<file path="src/shared/tcsf_defs.vh">
`ifndef TCSF_DEFS_VH
`define TCSF_DEFS_VH

// Register offsets
`define TCSF_A_RSZ 12'h004
`define TCSF_A_STS 12'h00C
`define TCSF_A_RRD 12'h010
`define TCSF_A_TRG 12'h01C
`define TCSF_A_CTL 12'h020
`define TCSF_A_MODE 12'h028
`define TCSF_A_BUS_MASTER_CONTROL 12'h110
`define TCSF_A_BUFFER_BASE_LOW 12'h118
`define TCSF_A_BUFFER_BASE_HIGH 12'h11C
`define TCSF_A_FORMATTER_FLUSH_CONTROL 12'h304

// Reset values
`define TCSF_RSZ_RST 32'h00000080
`define TCSF_ZERO32 32'h00000000

// Formatter and flush control bit positions
`define TCSF_FF_FMT_EN 0
`define TCSF_FF_TI_EN 1
`define TCSF_FF_FLUSH_ON_FLUSH_INPUT 4
`define TCSF_FF_FONTRIG 5
`define TCSF_FF_MANFL 6
`define TCSF_FF_TRIGONPIN 8
`define TCSF_FF_TRIGONEVT 9
`define TCSF_FF_TRIGGER_MARKER_ON_FLUSH 10
`define TCSF_FF_HALT_ON_FLUSH_DONE 12
`define TCSF_FF_STOPONTRIG 13
`define TCSF_FF_W 14

// Status bit positions
`define TCSF_STS_READY 2
`define TCSF_STS_EMPTY 3

// Bus master control fields
`define TCSF_AX_SG 7
`define TCSF_AX_BL_HI 11
`define TCSF_AX_BL_LO 8

// Operating modes
`define TCSF_MODE_CB 2'h0
`define TCSF_MODE_SWF 2'h1
`define TCSF_MODE_HWF 2'h2

// Stream words
`define TCSF_TRIG_ID 7'h7D
`define TCSF_PAD_ID 7'h00
`define TCSF_PAD_WORD 32'h00000000
`define TCSF_EOT_WORD 32'h00000001
`define TCSF_NO_DATA 32'hFFFFFFFF

// Scatter-gather table entries
`define TCSF_ENT_LAST 2'h1
`define TCSF_ENT_NORM 2'h2
`define TCSF_ENT_LINK 2'h3
`define TCSF_PAGE_LSB 12
`define TCSF_PAGE_OFF_W 10
`define TCSF_ENT_STEP 40'h0000000004

`endif

</file>
<file path="src/hdl/tcsf_ctrl.v">
// Overview of operation
// - Formatted stop pads zero bytes, ID zero
// - Padding continues until memory-width aligned
// - Every accepted trace byte is written out
// - Hardware FIFO: no padding, but drain all
// - Unformatted stop in circular buffer mode: 0x01 then zero alignment
// - Stop sequence may exceed the minimum
// - Trigger pin or ID 0x7D packet triggers
// - Downstream flush: ack, or full flush in HARDWARE_FIFO_MODE
// - Manual or pin flush flushes upstream sources
// - After a manual, pin or trigger flush (not a downstream one): marker and halt if enabled
// - Circular trigger event: halt, or flush actions
// - Clearing capture enable discards and stops
// - Pending markers go out before flush/stop
// - Scatter-gather uses 4KB pages, linked tables
// - Entry holds address bits 39:12 in 31:4
// - Entry types: last, normal, link
// - Prefetch next entry; wrap after last
// - Bursts start on frame boundaries
// - Stopped only after sequence and, except in software FIFO mode, full drain
`timescale 1ns/10ps
`include "tcsf_defs.vh"
module tcsf_ctrl #(
  parameter AW = 4,
  parameter ALIGN_W = 3,
  parameter PEND_W = 4
) (
  // Clock and reset
  input wire ref_clk,
  input wire rst_b,
  // Register port
  input wire [11:0] reg_addr,
  input wire [31:0] reg_wdata,
  input wire reg_wr,
  input wire reg_rd,
  output reg [31:0] reg_rdata,
  // Trace input stream
  input wire trace_valid,
  output wire trace_ready,
  input wire [6:0] trace_id,
  input wire [31:0] trace_data,
  // Pins
  input wire trigger_input,
  input wire flush_input,
  // Upstream flush
  output reg src_flush_req,
  input wire src_flush_ack,
  // Downstream flush request
  input wire down_flush_valid,
  output wire down_flush_ready,
  // Trace output stream
  output wire out_valid,
  input wire out_ready,
  output reg [31:0] out_data,
  output reg [6:0] out_id,
  output reg [39:0] out_addr,
  output wire out_first,
  // Table entry fetch
  output reg tbl_req,
  output reg [39:0] tbl_addr,
  input wire tbl_ack,
  input wire [31:0] tbl_data
);
  localparam S_DIS = 4'b0001;
  localparam S_RUN = 4'b0010;
  localparam S_STPG = 4'b0100;
  localparam S_STPD = 4'b1000;
  localparam DEPTH = 1 << AW;

  function [39:0] ent_addr;
    input [31:0] ent;
    begin
      ent_addr = {ent[31:4], {`TCSF_PAGE_LSB{1'b0}}};
    end
  endfunction

  reg [3:0] state_r;
  reg [31:0] rsz_r;
  reg [31:0] trg_r;
  reg [1:0] mode_r;
  reg [31:0] bus_master_control_r;
  reg [31:0] buffer_base_low_r;
  reg [31:0] buffer_base_high_r;
  reg [`TCSF_FF_W-1:0] formatter_flush_control_r;
  reg [2:0] s1_r;
  reg [2:0] s2_r;
  reg [2:0] s3_r;
  reg [1:0] filt_r;
  reg [1:0] filt_d_r;
  reg [AW-1:0] wp_r;
  reg [AW-1:0] rp_r;
  reg [AW:0] cnt_r;
  reg rd_pend_r;
  reg out_valid_r;
  reg [ALIGN_W-1:0] align_r;
  reg eot_done_r;
  reg [PEND_W-1:0] pend_r;
  reg armed_r;
  reg [31:0] trg_cnt_r;
  reg fl_busy_r;
  reg fl_up_done_r;
  reg fl_down_r;
  reg [31:0] off_r;
  reg [`TCSF_PAGE_OFF_W:0] pg_off_r;
  reg [39:0] cur_page_r;
  reg cur_valid_r;
  reg [39:0] nxt_page_r;
  reg nxt_valid_r;
  reg [3:0] burst_r;

  wire [38:0] ram_rdata;
  wire [39:0] dbase = {buffer_base_high_r[7:0], buffer_base_low_r};
  wire m_cb = mode_r == `TCSF_MODE_CB;
  wire m_swf = mode_r == `TCSF_MODE_SWF;
  wire m_hwf = mode_r == `TCSF_MODE_HWF;
  wire fmt_en = formatter_flush_control_r[`TCSF_FF_FMT_EN];
  wire ti_en = formatter_flush_control_r[`TCSF_FF_TI_EN];
  wire sg_on = bus_master_control_r[`TCSF_AX_SG] & m_cb;
  wire st_run = state_r[1];
  wire st_stpg = state_r[2];
  wire active = st_run | st_stpg;
  wire full = cnt_r == DEPTH[AW:0];
  wire store_idle = (cnt_r == {(AW+1){1'b0}}) & ~out_valid_r & ~rd_pend_r;
  wire wr_ctl = reg_wr & (reg_addr == `TCSF_A_CTL);
  wire cap_clear = wr_ctl & ~reg_wdata[0];
  wire cap_set = wr_ctl & reg_wdata[0];

  // Pin synchronisers: a change counts once stages two and three agree
  wire [1:0] filt_nxt = (s2_r[1:0] == s3_r[1:0]) ? s3_r[1:0] : filt_r;
  wire trig_pin_rise = filt_r[0] & ~filt_d_r[0];
  wire fl_pin_rise = filt_r[1] & ~filt_d_r[1];
  always @(posedge ref_clk) begin
    if (!rst_b) begin
      s1_r <= 3'h0;
      s2_r <= 3'h0;
      s3_r <= 3'h0;
      filt_r <= 2'h0;
      filt_d_r <= 2'h0;
    end else begin
      s1_r <= {1'b0, flush_input, trigger_input};
      s2_r <= s1_r;
      s3_r <= s2_r;
      filt_r <= filt_nxt;
      filt_d_r <= filt_r;
    end
  end

  // Store writes: markers first, then trace, then the stop sequence
  wire ins_mark = active & (pend_r != {PEND_W{1'b0}}) & ~full;
  assign trace_ready = st_run & ~full & (pend_r == {PEND_W{1'b0}});
  wire trace_take = trace_valid & trace_ready;
  wire seq_slot = st_stpg & (pend_r == {PEND_W{1'b0}}) & ~full & ~fl_busy_r;
  wire put_eot = seq_slot & ~fmt_en & m_cb & ~eot_done_r;
  wire need_pad = (align_r != {ALIGN_W{1'b0}}) & ~m_hwf;
  wire put_pad = seq_slot & ~put_eot & (eot_done_r | fmt_en) & need_pad;
  wire seq_done = st_stpg & (pend_r == {PEND_W{1'b0}}) & ~fl_busy_r & (eot_done_r | fmt_en | ~m_cb) & ~need_pad;
  wire wr_en = ins_mark | trace_take | put_eot | put_pad;
  reg [38:0] wr_word;
  always @* begin
    if (ins_mark) begin
      wr_word = {`TCSF_TRIG_ID, `TCSF_PAD_WORD};
    end else if (trace_take) begin
      wr_word = {trace_id, trace_data};
    end else if (put_eot) begin
      wr_word = {`TCSF_PAD_ID, `TCSF_EOT_WORD};
    end else begin
      wr_word = {`TCSF_PAD_ID, `TCSF_PAD_WORD};
    end
  end

  // Trigger input and trigger event
  wire trig_in = st_run & (trig_pin_rise | (trace_take & (trace_id == `TCSF_TRIG_ID)));
  wire trig_evt = armed_r & (trg_cnt_r == `TCSF_ZERO32) & active;
  wire evt_cb = trig_evt & m_cb;
  wire evt_halt = evt_cb & formatter_flush_control_r[`TCSF_FF_STOPONTRIG];
  wire evt_flush = evt_cb & ~evt_halt & formatter_flush_control_r[`TCSF_FF_FONTRIG];
  wire evt_direct = evt_cb & ~evt_halt & ~evt_flush;

  // Flush sequencing
  wire man_fl = reg_wr & (reg_addr == `TCSF_A_FORMATTER_FLUSH_CONTROL) & reg_wdata[`TCSF_FF_MANFL];
  wire req_fl = man_fl | (formatter_flush_control_r[`TCSF_FF_FLUSH_ON_FLUSH_INPUT] & fl_pin_rise) | evt_flush;
  wire down_fl = down_flush_valid & m_hwf & active;
  wire fl_start = active & ~fl_busy_r & (req_fl | down_fl);
  wire fl_done = fl_busy_r & fl_up_done_r & (pend_r == {PEND_W{1'b0}}) & (~fl_down_r | store_idle);
  wire fl_after = fl_done & ~fl_down_r;
  assign down_flush_ready = down_flush_valid & (~m_hwf | ~active | (fl_done & fl_down_r));

  // Marker bookkeeping
  wire inc_pin = trig_in & ti_en & formatter_flush_control_r[`TCSF_FF_TRIGONPIN];
  wire inc_evt = evt_cb & ti_en & formatter_flush_control_r[`TCSF_FF_TRIGONEVT];
  wire inc_fl = (fl_after | evt_direct) & ti_en & formatter_flush_control_r[`TCSF_FF_TRIGGER_MARKER_ON_FLUSH];
  wire [PEND_W-1:0] pend_nxt = pend_r + {{(PEND_W-1){1'b0}}, inc_pin} + {{(PEND_W-1){1'b0}}, inc_evt} +
    {{(PEND_W-1){1'b0}}, inc_fl} - {{(PEND_W-1){1'b0}}, ins_mark};
  wire stop_req = evt_halt | ((fl_after | evt_direct) & formatter_flush_control_r[`TCSF_FF_HALT_ON_FLUSH_DONE]);

  // Store reads, address generation and the output stage
  wire need_page = ~cur_valid_r | pg_off_r[`TCSF_PAGE_OFF_W];
  wire page_ok = ~sg_on | ~need_page | nxt_valid_r;
  wire out_fire = out_valid & out_ready;
  wire rrd_pop = reg_rd & (reg_addr == `TCSF_A_RRD) & m_swf & out_valid_r;
  // Software FIFO mode stops before the store is empty, so reads must go on once stopped
  wire rd_en = (active | (state_r[3] & m_swf)) & (cnt_r != {(AW+1){1'b0}}) & ~out_valid_r & ~rd_pend_r & page_ok;
  wire [3:0] blen = bus_master_control_r[`TCSF_AX_BL_HI:`TCSF_AX_BL_LO];
  assign out_valid = out_valid_r & ~m_swf;
  assign out_first = burst_r == 4'h0;
  wire stopped_ok = seq_done & (m_swf | store_idle);

  tcsf_store_ram #(
    .W(39),
    .AW(AW)
  ) u_store (
    .ref_clk(ref_clk),
    .wr_en(wr_en),
    .wr_addr(wp_r),
    .wr_data(wr_word),
    .rd_en(rd_en),
    .rd_addr(rp_r),
    .rd_data(ram_rdata)
  );

  // Register writes
  always @(posedge ref_clk) begin
    if (!rst_b) begin
      rsz_r <= `TCSF_RSZ_RST;
      trg_r <= `TCSF_ZERO32;
      mode_r <= `TCSF_MODE_CB;
      bus_master_control_r <= `TCSF_ZERO32;
      buffer_base_low_r <= `TCSF_ZERO32;
      buffer_base_high_r <= `TCSF_ZERO32;
      formatter_flush_control_r <= {`TCSF_FF_W{1'b0}};
    end else if (reg_wr) begin
      case (reg_addr)
        `TCSF_A_RSZ: rsz_r <= reg_wdata;
        `TCSF_A_TRG: trg_r <= reg_wdata;
        `TCSF_A_MODE: mode_r <= reg_wdata[1:0];
        `TCSF_A_BUS_MASTER_CONTROL: bus_master_control_r <= reg_wdata;
        `TCSF_A_BUFFER_BASE_LOW: buffer_base_low_r <= reg_wdata;
        `TCSF_A_BUFFER_BASE_HIGH: buffer_base_high_r <= reg_wdata;
        `TCSF_A_FORMATTER_FLUSH_CONTROL: formatter_flush_control_r <= reg_wdata[`TCSF_FF_W-1:0] & ~(14'h0001 << `TCSF_FF_MANFL);
        default: ;
      endcase
    end
  end

  // Register reads, data in the following cycle
  always @(posedge ref_clk) begin
    if (!rst_b) begin
      reg_rdata <= `TCSF_ZERO32;
    end else if (reg_rd) begin
      case (reg_addr)
        `TCSF_A_RSZ: reg_rdata <= rsz_r;
        `TCSF_A_STS: reg_rdata <= {28'h0000000, store_idle, state_r[0] | state_r[3], 2'h0};
        `TCSF_A_RRD: reg_rdata <= (m_swf & out_valid_r) ? out_data : `TCSF_NO_DATA;
        `TCSF_A_TRG: reg_rdata <= trg_r;
        `TCSF_A_CTL: reg_rdata <= {31'h00000000, ~state_r[0]};
        `TCSF_A_MODE: reg_rdata <= {30'h00000000, mode_r};
        `TCSF_A_BUS_MASTER_CONTROL: reg_rdata <= bus_master_control_r;
        `TCSF_A_BUFFER_BASE_LOW: reg_rdata <= buffer_base_low_r;
        `TCSF_A_BUFFER_BASE_HIGH: reg_rdata <= buffer_base_high_r;
        `TCSF_A_FORMATTER_FLUSH_CONTROL: reg_rdata <= {18'h00000, formatter_flush_control_r | ({13'h0000, fl_busy_r} << `TCSF_FF_MANFL)};
        default: reg_rdata <= `TCSF_ZERO32;
      endcase
    end else begin
      reg_rdata <= `TCSF_ZERO32;
    end
  end

  // Capture state machine, store pointers and flush
  always @(posedge ref_clk) begin
    if (!rst_b) begin
      state_r <= S_DIS;
      wp_r <= {AW{1'b0}};
      rp_r <= {AW{1'b0}};
      cnt_r <= {(AW+1){1'b0}};
      rd_pend_r <= 1'b0;
      out_valid_r <= 1'b0;
      out_data <= `TCSF_ZERO32;
      out_id <= 7'h00;
      align_r <= {ALIGN_W{1'b0}};
      eot_done_r <= 1'b0;
      pend_r <= {PEND_W{1'b0}};
      armed_r <= 1'b0;
      trg_cnt_r <= `TCSF_ZERO32;
      fl_busy_r <= 1'b0;
      fl_up_done_r <= 1'b0;
      fl_down_r <= 1'b0;
      src_flush_req <= 1'b0;
      burst_r <= 4'h0;
    end else if (cap_clear | (state_r[0] & cap_set)) begin
      // Emergency stop discards everything held; a start begins from empty
      state_r <= cap_clear ? S_DIS : S_RUN;
      wp_r <= {AW{1'b0}};
      rp_r <= {AW{1'b0}};
      cnt_r <= {(AW+1){1'b0}};
      rd_pend_r <= 1'b0;
      out_valid_r <= 1'b0;
      align_r <= {ALIGN_W{1'b0}};
      eot_done_r <= 1'b0;
      pend_r <= {PEND_W{1'b0}};
      armed_r <= 1'b0;
      fl_busy_r <= 1'b0;
      fl_up_done_r <= 1'b0;
      fl_down_r <= 1'b0;
      src_flush_req <= 1'b0;
      burst_r <= 4'h0;
    end else begin
      case (state_r)
        S_RUN: if (stop_req) state_r <= S_STPG;
        S_STPG: if (stopped_ok) state_r <= S_STPD;
        S_DIS: state_r <= S_DIS;
        S_STPD: state_r <= S_STPD;
        default: state_r <= S_DIS;
      endcase
      if (wr_en) begin
        wp_r <= wp_r + {{(AW-1){1'b0}}, 1'b1};
        align_r <= align_r + {{(ALIGN_W-1){1'b0}}, 1'b1};
      end
      if (put_eot) eot_done_r <= 1'b1;
      if (rd_en) rp_r <= rp_r + {{(AW-1){1'b0}}, 1'b1};
      cnt_r <= cnt_r + {{AW{1'b0}}, wr_en} - {{AW{1'b0}}, rd_en};
      rd_pend_r <= rd_en;
      if (rd_pend_r) begin
        out_valid_r <= 1'b1;
        out_data <= ram_rdata[31:0];
        out_id <= ram_rdata[38:32];
      end else if (out_fire | rrd_pop) begin
        out_valid_r <= 1'b0;
      end
      if (out_fire) burst_r <= (burst_r + 4'h1 >= blen) ? 4'h0 : burst_r + 4'h1;
      pend_r <= pend_nxt;
      if (trig_in) begin
        armed_r <= 1'b1;
        trg_cnt_r <= trg_r;
      end else if (trig_evt) begin
        armed_r <= 1'b0;
      end else if (armed_r & trace_take) begin
        trg_cnt_r <= trg_cnt_r - 32'h00000001;
      end
      if (fl_start) begin
        fl_busy_r <= 1'b1;
        fl_up_done_r <= 1'b0;
        fl_down_r <= down_fl & ~req_fl;
        src_flush_req <= 1'b1;
      end else if (src_flush_req & src_flush_ack) begin
        src_flush_req <= 1'b0;
        fl_up_done_r <= 1'b1;
      end else if (fl_done) begin
        fl_busy_r <= 1'b0;
        fl_down_r <= 1'b0;
      end
    end
  end

  // Write addressing and scatter-gather table walk
  always @(posedge ref_clk) begin
    if (!rst_b) begin
      off_r <= `TCSF_ZERO32;
      pg_off_r <= {(`TCSF_PAGE_OFF_W+1){1'b0}};
      cur_page_r <= 40'h0000000000;
      cur_valid_r <= 1'b0;
      nxt_page_r <= 40'h0000000000;
      nxt_valid_r <= 1'b0;
      out_addr <= 40'h0000000000;
      tbl_req <= 1'b0;
      tbl_addr <= 40'h0000000000;
    end else if (~active) begin
      off_r <= `TCSF_ZERO32;
      pg_off_r <= {(`TCSF_PAGE_OFF_W+1){1'b0}};
      cur_valid_r <= 1'b0;
      nxt_valid_r <= 1'b0;
      tbl_req <= 1'b0;
      tbl_addr <= dbase;
    end else begin
      if (rd_en & ~sg_on) begin
        out_addr <= dbase + {6'h00, off_r, 2'h0};
        off_r <= (off_r + 32'h00000001 >= rsz_r) ? `TCSF_ZERO32 : off_r + 32'h00000001;
      end else if (rd_en & need_page) begin
        out_addr <= nxt_page_r;
        cur_page_r <= nxt_page_r;
        cur_valid_r <= 1'b1;
        nxt_valid_r <= 1'b0;
        pg_off_r <= {{`TCSF_PAGE_OFF_W{1'b0}}, 1'b1};
      end else if (rd_en) begin
        out_addr <= cur_page_r | {28'h0000000, pg_off_r[`TCSF_PAGE_OFF_W-1:0], 2'h0};
        pg_off_r <= pg_off_r + {{`TCSF_PAGE_OFF_W{1'b0}}, 1'b1};
      end
      if (sg_on & ~nxt_valid_r & ~tbl_req) begin
        tbl_req <= 1'b1;
      end else if (tbl_req & tbl_ack) begin
        tbl_req <= 1'b0;
        case (tbl_data[1:0])
          `TCSF_ENT_LINK: tbl_addr <= ent_addr(tbl_data);
          `TCSF_ENT_NORM: begin
            nxt_page_r <= ent_addr(tbl_data);
            nxt_valid_r <= 1'b1;
            tbl_addr <= tbl_addr + `TCSF_ENT_STEP;
          end
          `TCSF_ENT_LAST: begin
            nxt_page_r <= ent_addr(tbl_data);
            nxt_valid_r <= 1'b1;
            tbl_addr <= dbase;
          end
          default: tbl_addr <= dbase;
        endcase
      end
    end
  end
endmodule // tcsf_ctrl

</file>
<file path="src/hdl/tcsf_store_ram.v">
`timescale 1ns/10ps
module tcsf_store_ram #(
  parameter W = 39,
  parameter AW = 4
) (
  // Clock
  input wire ref_clk,
  // Write port
  input wire wr_en,
  input wire [AW-1:0] wr_addr,
  input wire [W-1:0] wr_data,
  // Read port, data one cycle after the request
  input wire rd_en,
  input wire [AW-1:0] rd_addr,
  output reg [W-1:0] rd_data
);
  reg [W-1:0] mem [0:(1<<AW)-1];

  always @(posedge ref_clk) begin
    if (wr_en) begin
      mem[wr_addr] <= wr_data;
    end
    if (rd_en) begin
      rd_data <= mem[rd_addr];
    end
  end
endmodule // tcsf_store_ram

</file>
<file path="config.mk">
export PLATFORM = sky130hd
export DESIGN_NAME = tcsf_ctrl
export DESIGN_NICKNAME = d
export VERILOG_FILES = /design/src/hdl/tcsf_ctrl.v /design/src/hdl/tcsf_store_ram.v
export VERILOG_INCLUDE_DIRS = /design/src /design/src/shared
export SDC_FILE = /design/constraint.sdc
export NUM_CORES = 2
export LEC_CHECK = 0
export BUFFER_PORTS_ARGS = -buffer_cell sky130_fd_sc_hd__buf_2
export CAP_MARGIN = 20
export CORE_AREA = 4 4 339 341
export CTS_CLUSTER_SIZE = 10
export DETAILED_ROUTE_END_ITERATION = 6
export DIE_AREA = 0 0 343 345
export HOLD_SLACK_MARGIN = 0.06
export PLACE_DENSITY = 0.7
export SYNTH_ARGS = -nofsm -noshare
export SYNTH_HDL_FRONTEND = slang
export SYNTH_SLANG_ARGS = --single-unit
</file>
<file path="constraint.sdc">
create_clock -name ref_clk -period 10.8 [get_ports ref_clk]
set_input_delay 1.62 -clock ref_clk [delete_from_list [all_inputs] [get_ports ref_clk]]
set_output_delay 1.62 -clock ref_clk [all_outputs]
set_load 0.01 [all_outputs]
</file>
==> results.sh <==
export IMPL_power_density_mw_per_mm2=157.8
export IMPL_path_clk_slew_ns=0.05
export IMPL_drt_pass1_iter_count=7
export IMPL_p_int_w=0.007138
export IMPL_holdBufCountCts=0
export IMPL_place_congestion=0.9274
export IMPL_status="finished, violations left"
export IMPL_fin_crit_sh=0.4859
export IMPL_rr_startpoint="off_r[0]"
export IMPL_yosysSeqAreaShare=0.5998
export IMPL_yosysWarnings=0
export IMPL_cts_buffers=138
export IMPL_post_synth_cell_area_avg_um2=11.73
export IMPL_vias_per_cell=6.102
export IMPL_max_freq_mhz=190.6
export IMPL_io_buffers=280
export IMPL_root_buffer="clkbuf_16"
export IMPL_dieArea_mm2=0.1183
export IMPL_synthDistinctLibCells=84
export IMPL_synthToLayoutAreaGrowth_pct=14.25
export IMPL_p_clk_frac=0.474
export IMPL_maxSlewViolCount=0
export IMPL_track_usage=0.2603
export IMPL_rsz0062_at_grt="no"
export IMPL_ff2ff_setup_slack_ns=5.55
export IMPL_min_delay_path_depth=1
export IMPL_hpwl_um=99780
export IMPL_synth_top_family_by_area="simple AND/OR/NAND/NOR gates"
export IMPL_switchingPower_w=0.001889
export IMPL_cpPeakStageDelay_ns=0.58
export IMPL_syn_nets=4496
export IMPL_ctsResizeCount=0
export IMPL_clock_skew_ns=0.04182
export IMPL_min_path_type="reg2reg"
export IMPL_p_leak_nw=20.95
export IMPL_relSlewSlack=0.2160
export IMPL_ys_top_cells_by_area="edfxtp_1 (40%), dfxtp_1 (20%), mux4_2 (8.8%)"
export IMPL_synthArstFlopShare=0
export IMPL_ios=283
export IMPL_worstHoldEndpoint="s2_r[0]"
export IMPL_synth_xor_area_frac=0.01487
export IMPL_ir_worst_vdd_uv=166.8
export IMPL_synth_edf_count=663
export IMPL_cp_slowest_cell="nor4_1"
export IMPL_drtIter0Drc=4951
export IMPL_layout_drive_gt1_share=0.1705
export IMPL_crit_path_start_kind="register"
export IMPL_cp_cell_sequence="ha_1, nand2_1, nor2_1, nand3_1, nor2_1, and4_1, nand3_1, xnor2_1, ha_1, nand4_1, nor4_1, nor3b_1, o21ai_0, a21oi_1, nor2_1, buf_4, o21ai_0, o21ai_0"
export IMPL_yosysTopAreaCellShare=0.3976
export IMPL_clock_path_buffers=3
export IMPL_syn_inst=4269
export IMPL_synth_adder_area_share=0.02583
export IMPL_synth_most_common_cell="nand2_1"
export IMPL_synth_ff_latch_count=1169
export IMPL_cap_violations=0
export IMPL_num_rows=123
export IMPL_yosys_area_top_type="edfxtp_1"
export IMPL_wirelength_um=158100
export IMPL_grt_max_degree=187
export IMPL_period_minus_slack_ns=5.248
export IMPL_ant_nets=0
export IMPL_cts_tree="built"
export IMPL_clkSinkCount=1169
export IMPL_coreArea_mm2=0.1119
export IMPL_synth_commonest_cells="nand2_1 (760), edfxtp_1 (663), dfxtp_1 (506)"
export IMPL_grt_ovfl_total=0
export IMPL_required_ns=11.38
export IMPL_critPathKind="reg2reg"
export IMPL_setup_viol=0
export IMPL_min_from="s1_r[0]"
export IMPL_fin_tns_setup_ns=0
export IMPL_h_tree_depth=4
export IMPL_synth_ff_type="edfxtp_1"
export IMPL_vias=37170
export IMPL_tightestPinTransition_ns=1.176
export IMPL_post_route_util=0.5114
export IMPL_antenna_found_initial=22
export IMPL_fin_nets=4723
export IMPL_wire_per_inst_um=25.95
export IMPL_start_util=0.4476
export IMPL_crit_arrival_ns=5.83
export IMPL_cp_end_kind="register"
export IMPL_critPathMaxFanout=23
export IMPL_synth_simple_area_share=0.1220
export IMPL_grt_pass1_wl_um=229900
export IMPL_post_cts_setup_buffers=0
export IMPL_grt_pass1_vias=34910
export IMPL_synth_mux_area_frac=0.09412
export IMPL_die_y_um=345
export IMPL_hold_viol=0
export IMPL_p_comb_frac=0.010
export IMPL_violations="DRC"
export IMPL_drc=8
export IMPL_netSwitchingFraction=0.2093
export IMPL_netlist_area_mm2=0.05008
export IMPL_clkLatencyLatePin_ns=0.75
export IMPL_rr_endpoint="off_r[19]"
export IMPL_reg2regPathDepth=18
export IMPL_die_w_um=343
export IMPL_pwr_share_seq=0.516
export IMPL_synth_compound_area_frac=0.1156
-- layout by cell type (no fill, tap or decap), types with 52 or more instances in the layout --
cell type    n
a21oi_1    448
and2_1      58
buf_2      280
buf_4       66
clkbuf_1    57
clkbuf_16  141
dfxtp_1    502
edfxtp_1   663
ha_1        97
inv_1       82
mux4_2     195
nand2_1    759
nand3_1     99
nor2_1     194
nor3_1      63
o21ai_0    174
xnor2_1     52
-- power by group through the flow --
stage	clock network [W]	registers, W	logic [W]
after detailed placement	0	0.00475	0.0000895
after floorplan	0	0.00475	0.0000289
after global placement	0	0.00475	0.0000898
after CTS	0.00433	0.00466	0.0000897
final	0.00428	0.00466	0.0000925
after global routing	0.00453	0.00465	0.0000958
-- metrics by stage --
stage	std cells	power (W)	instance area [um^2]	setup WS [ns]	hold WS, ns
2_1_floorplan	4269	0.004779	50080	5.140	0.4119
3_3_place_gp	5853	0.004839	53000	5.576	0.4261
3_5_place_dp	5853	0.004839	53000	5.558	0.4246
4_1_cts	6072	0.009072	57110	5.763	0.4383
5_1_grt	6076	0.009281	57180	5.235	0.4530
6_report	6091	0.009028	57210	5.552	0.4351
-- layer usage --
| layer | GRT usage | up-vias | part of all wire |
|---|---|---|---|
| met1 | 0.3540 | 18260 | 0.38 |
| met2 | 0.4004 | 2267 | 0.45 |
| li1 | - | 16250 | - |
| met4 | 0.1026 | 16 | 0.042 |
| met5 | 0 | - | 0.00068 |
| met3 | 0.06739 | 369 | 0.12 |
-- cell type report --
class	count	area [um^2]
diodes	16	40.04
clock buffers	204	3825
clock inverters	15	279.0
fillers	9535	54670
inverters	83	319.1
multi-input cells	2754	18840
flip-flops and latches	1169	30050
well taps	1500	1877
repair buffers	350	1983
-- critical path, delay by kind of cell (launching register included) --
family                   cells  cell delay (ns)
buffers and inverters        1             0.32
XOR/XNOR                     1             0.18
flip-flops                   1             0.43
AND/OR/NAND/NOR             10             2.85
adder cells (fa/ha/maj)      2             0.62
AO/OA/AOI/OAI                4             0.66
-- flip-flops by register name, summed over array words and instances, names as in the netlist, 11 cells and up --
| signal | count |
|---|---|
| out_data | 32 |
| buffer_base_high_r | 32 |
| trg_cnt_r | 32 |
| tbl_addr | 40 |
| rsz_r | 32 |
| off_r | 32 |
| pg_off_r | 11 |
| u_store.mem | 624 |
| trg_r | 32 |
| formatter_flush_control_r | 13 |
| buffer_base_low_r | 32 |
| nxt_page_r | 28 |
| cur_page_r | 28 |
| u_store.rd_data | 39 |
| bus_master_control_r | 32 |
| reg_rdata | 32 |
| out_addr | 40 |
-- cells by family (layout without fill, tap and decap cells) --
kind of cell / count (synthesis) / count (layout)
flops: 1169 / 1169
mux: 227 / 227
compound gates: 959 / 959
fa+ha+maj: 101 / 101
xor+xnor: 85 / 85
other cells: 0 / 16
buf+inv: 346 / 652
simple gates: 1382 / 1382
-- how the worst max path moves through the flow --
stage | startpoint | end | slack, ns
after floorplan | trace_valid | u_store.mem[1][0] | 5.14
after CTS | off_r[0] | off_r[24] | 5.76
after global routing | off_r[0] | off_r[19] | 5.24
after global placement | trace_valid | pend_r[2] | 5.58
after detailed placement | trace_valid | pend_r[2] | 5.56
final | off_r[0] | off_r[19] | 5.55
Power figures use the tool's default switching activity.
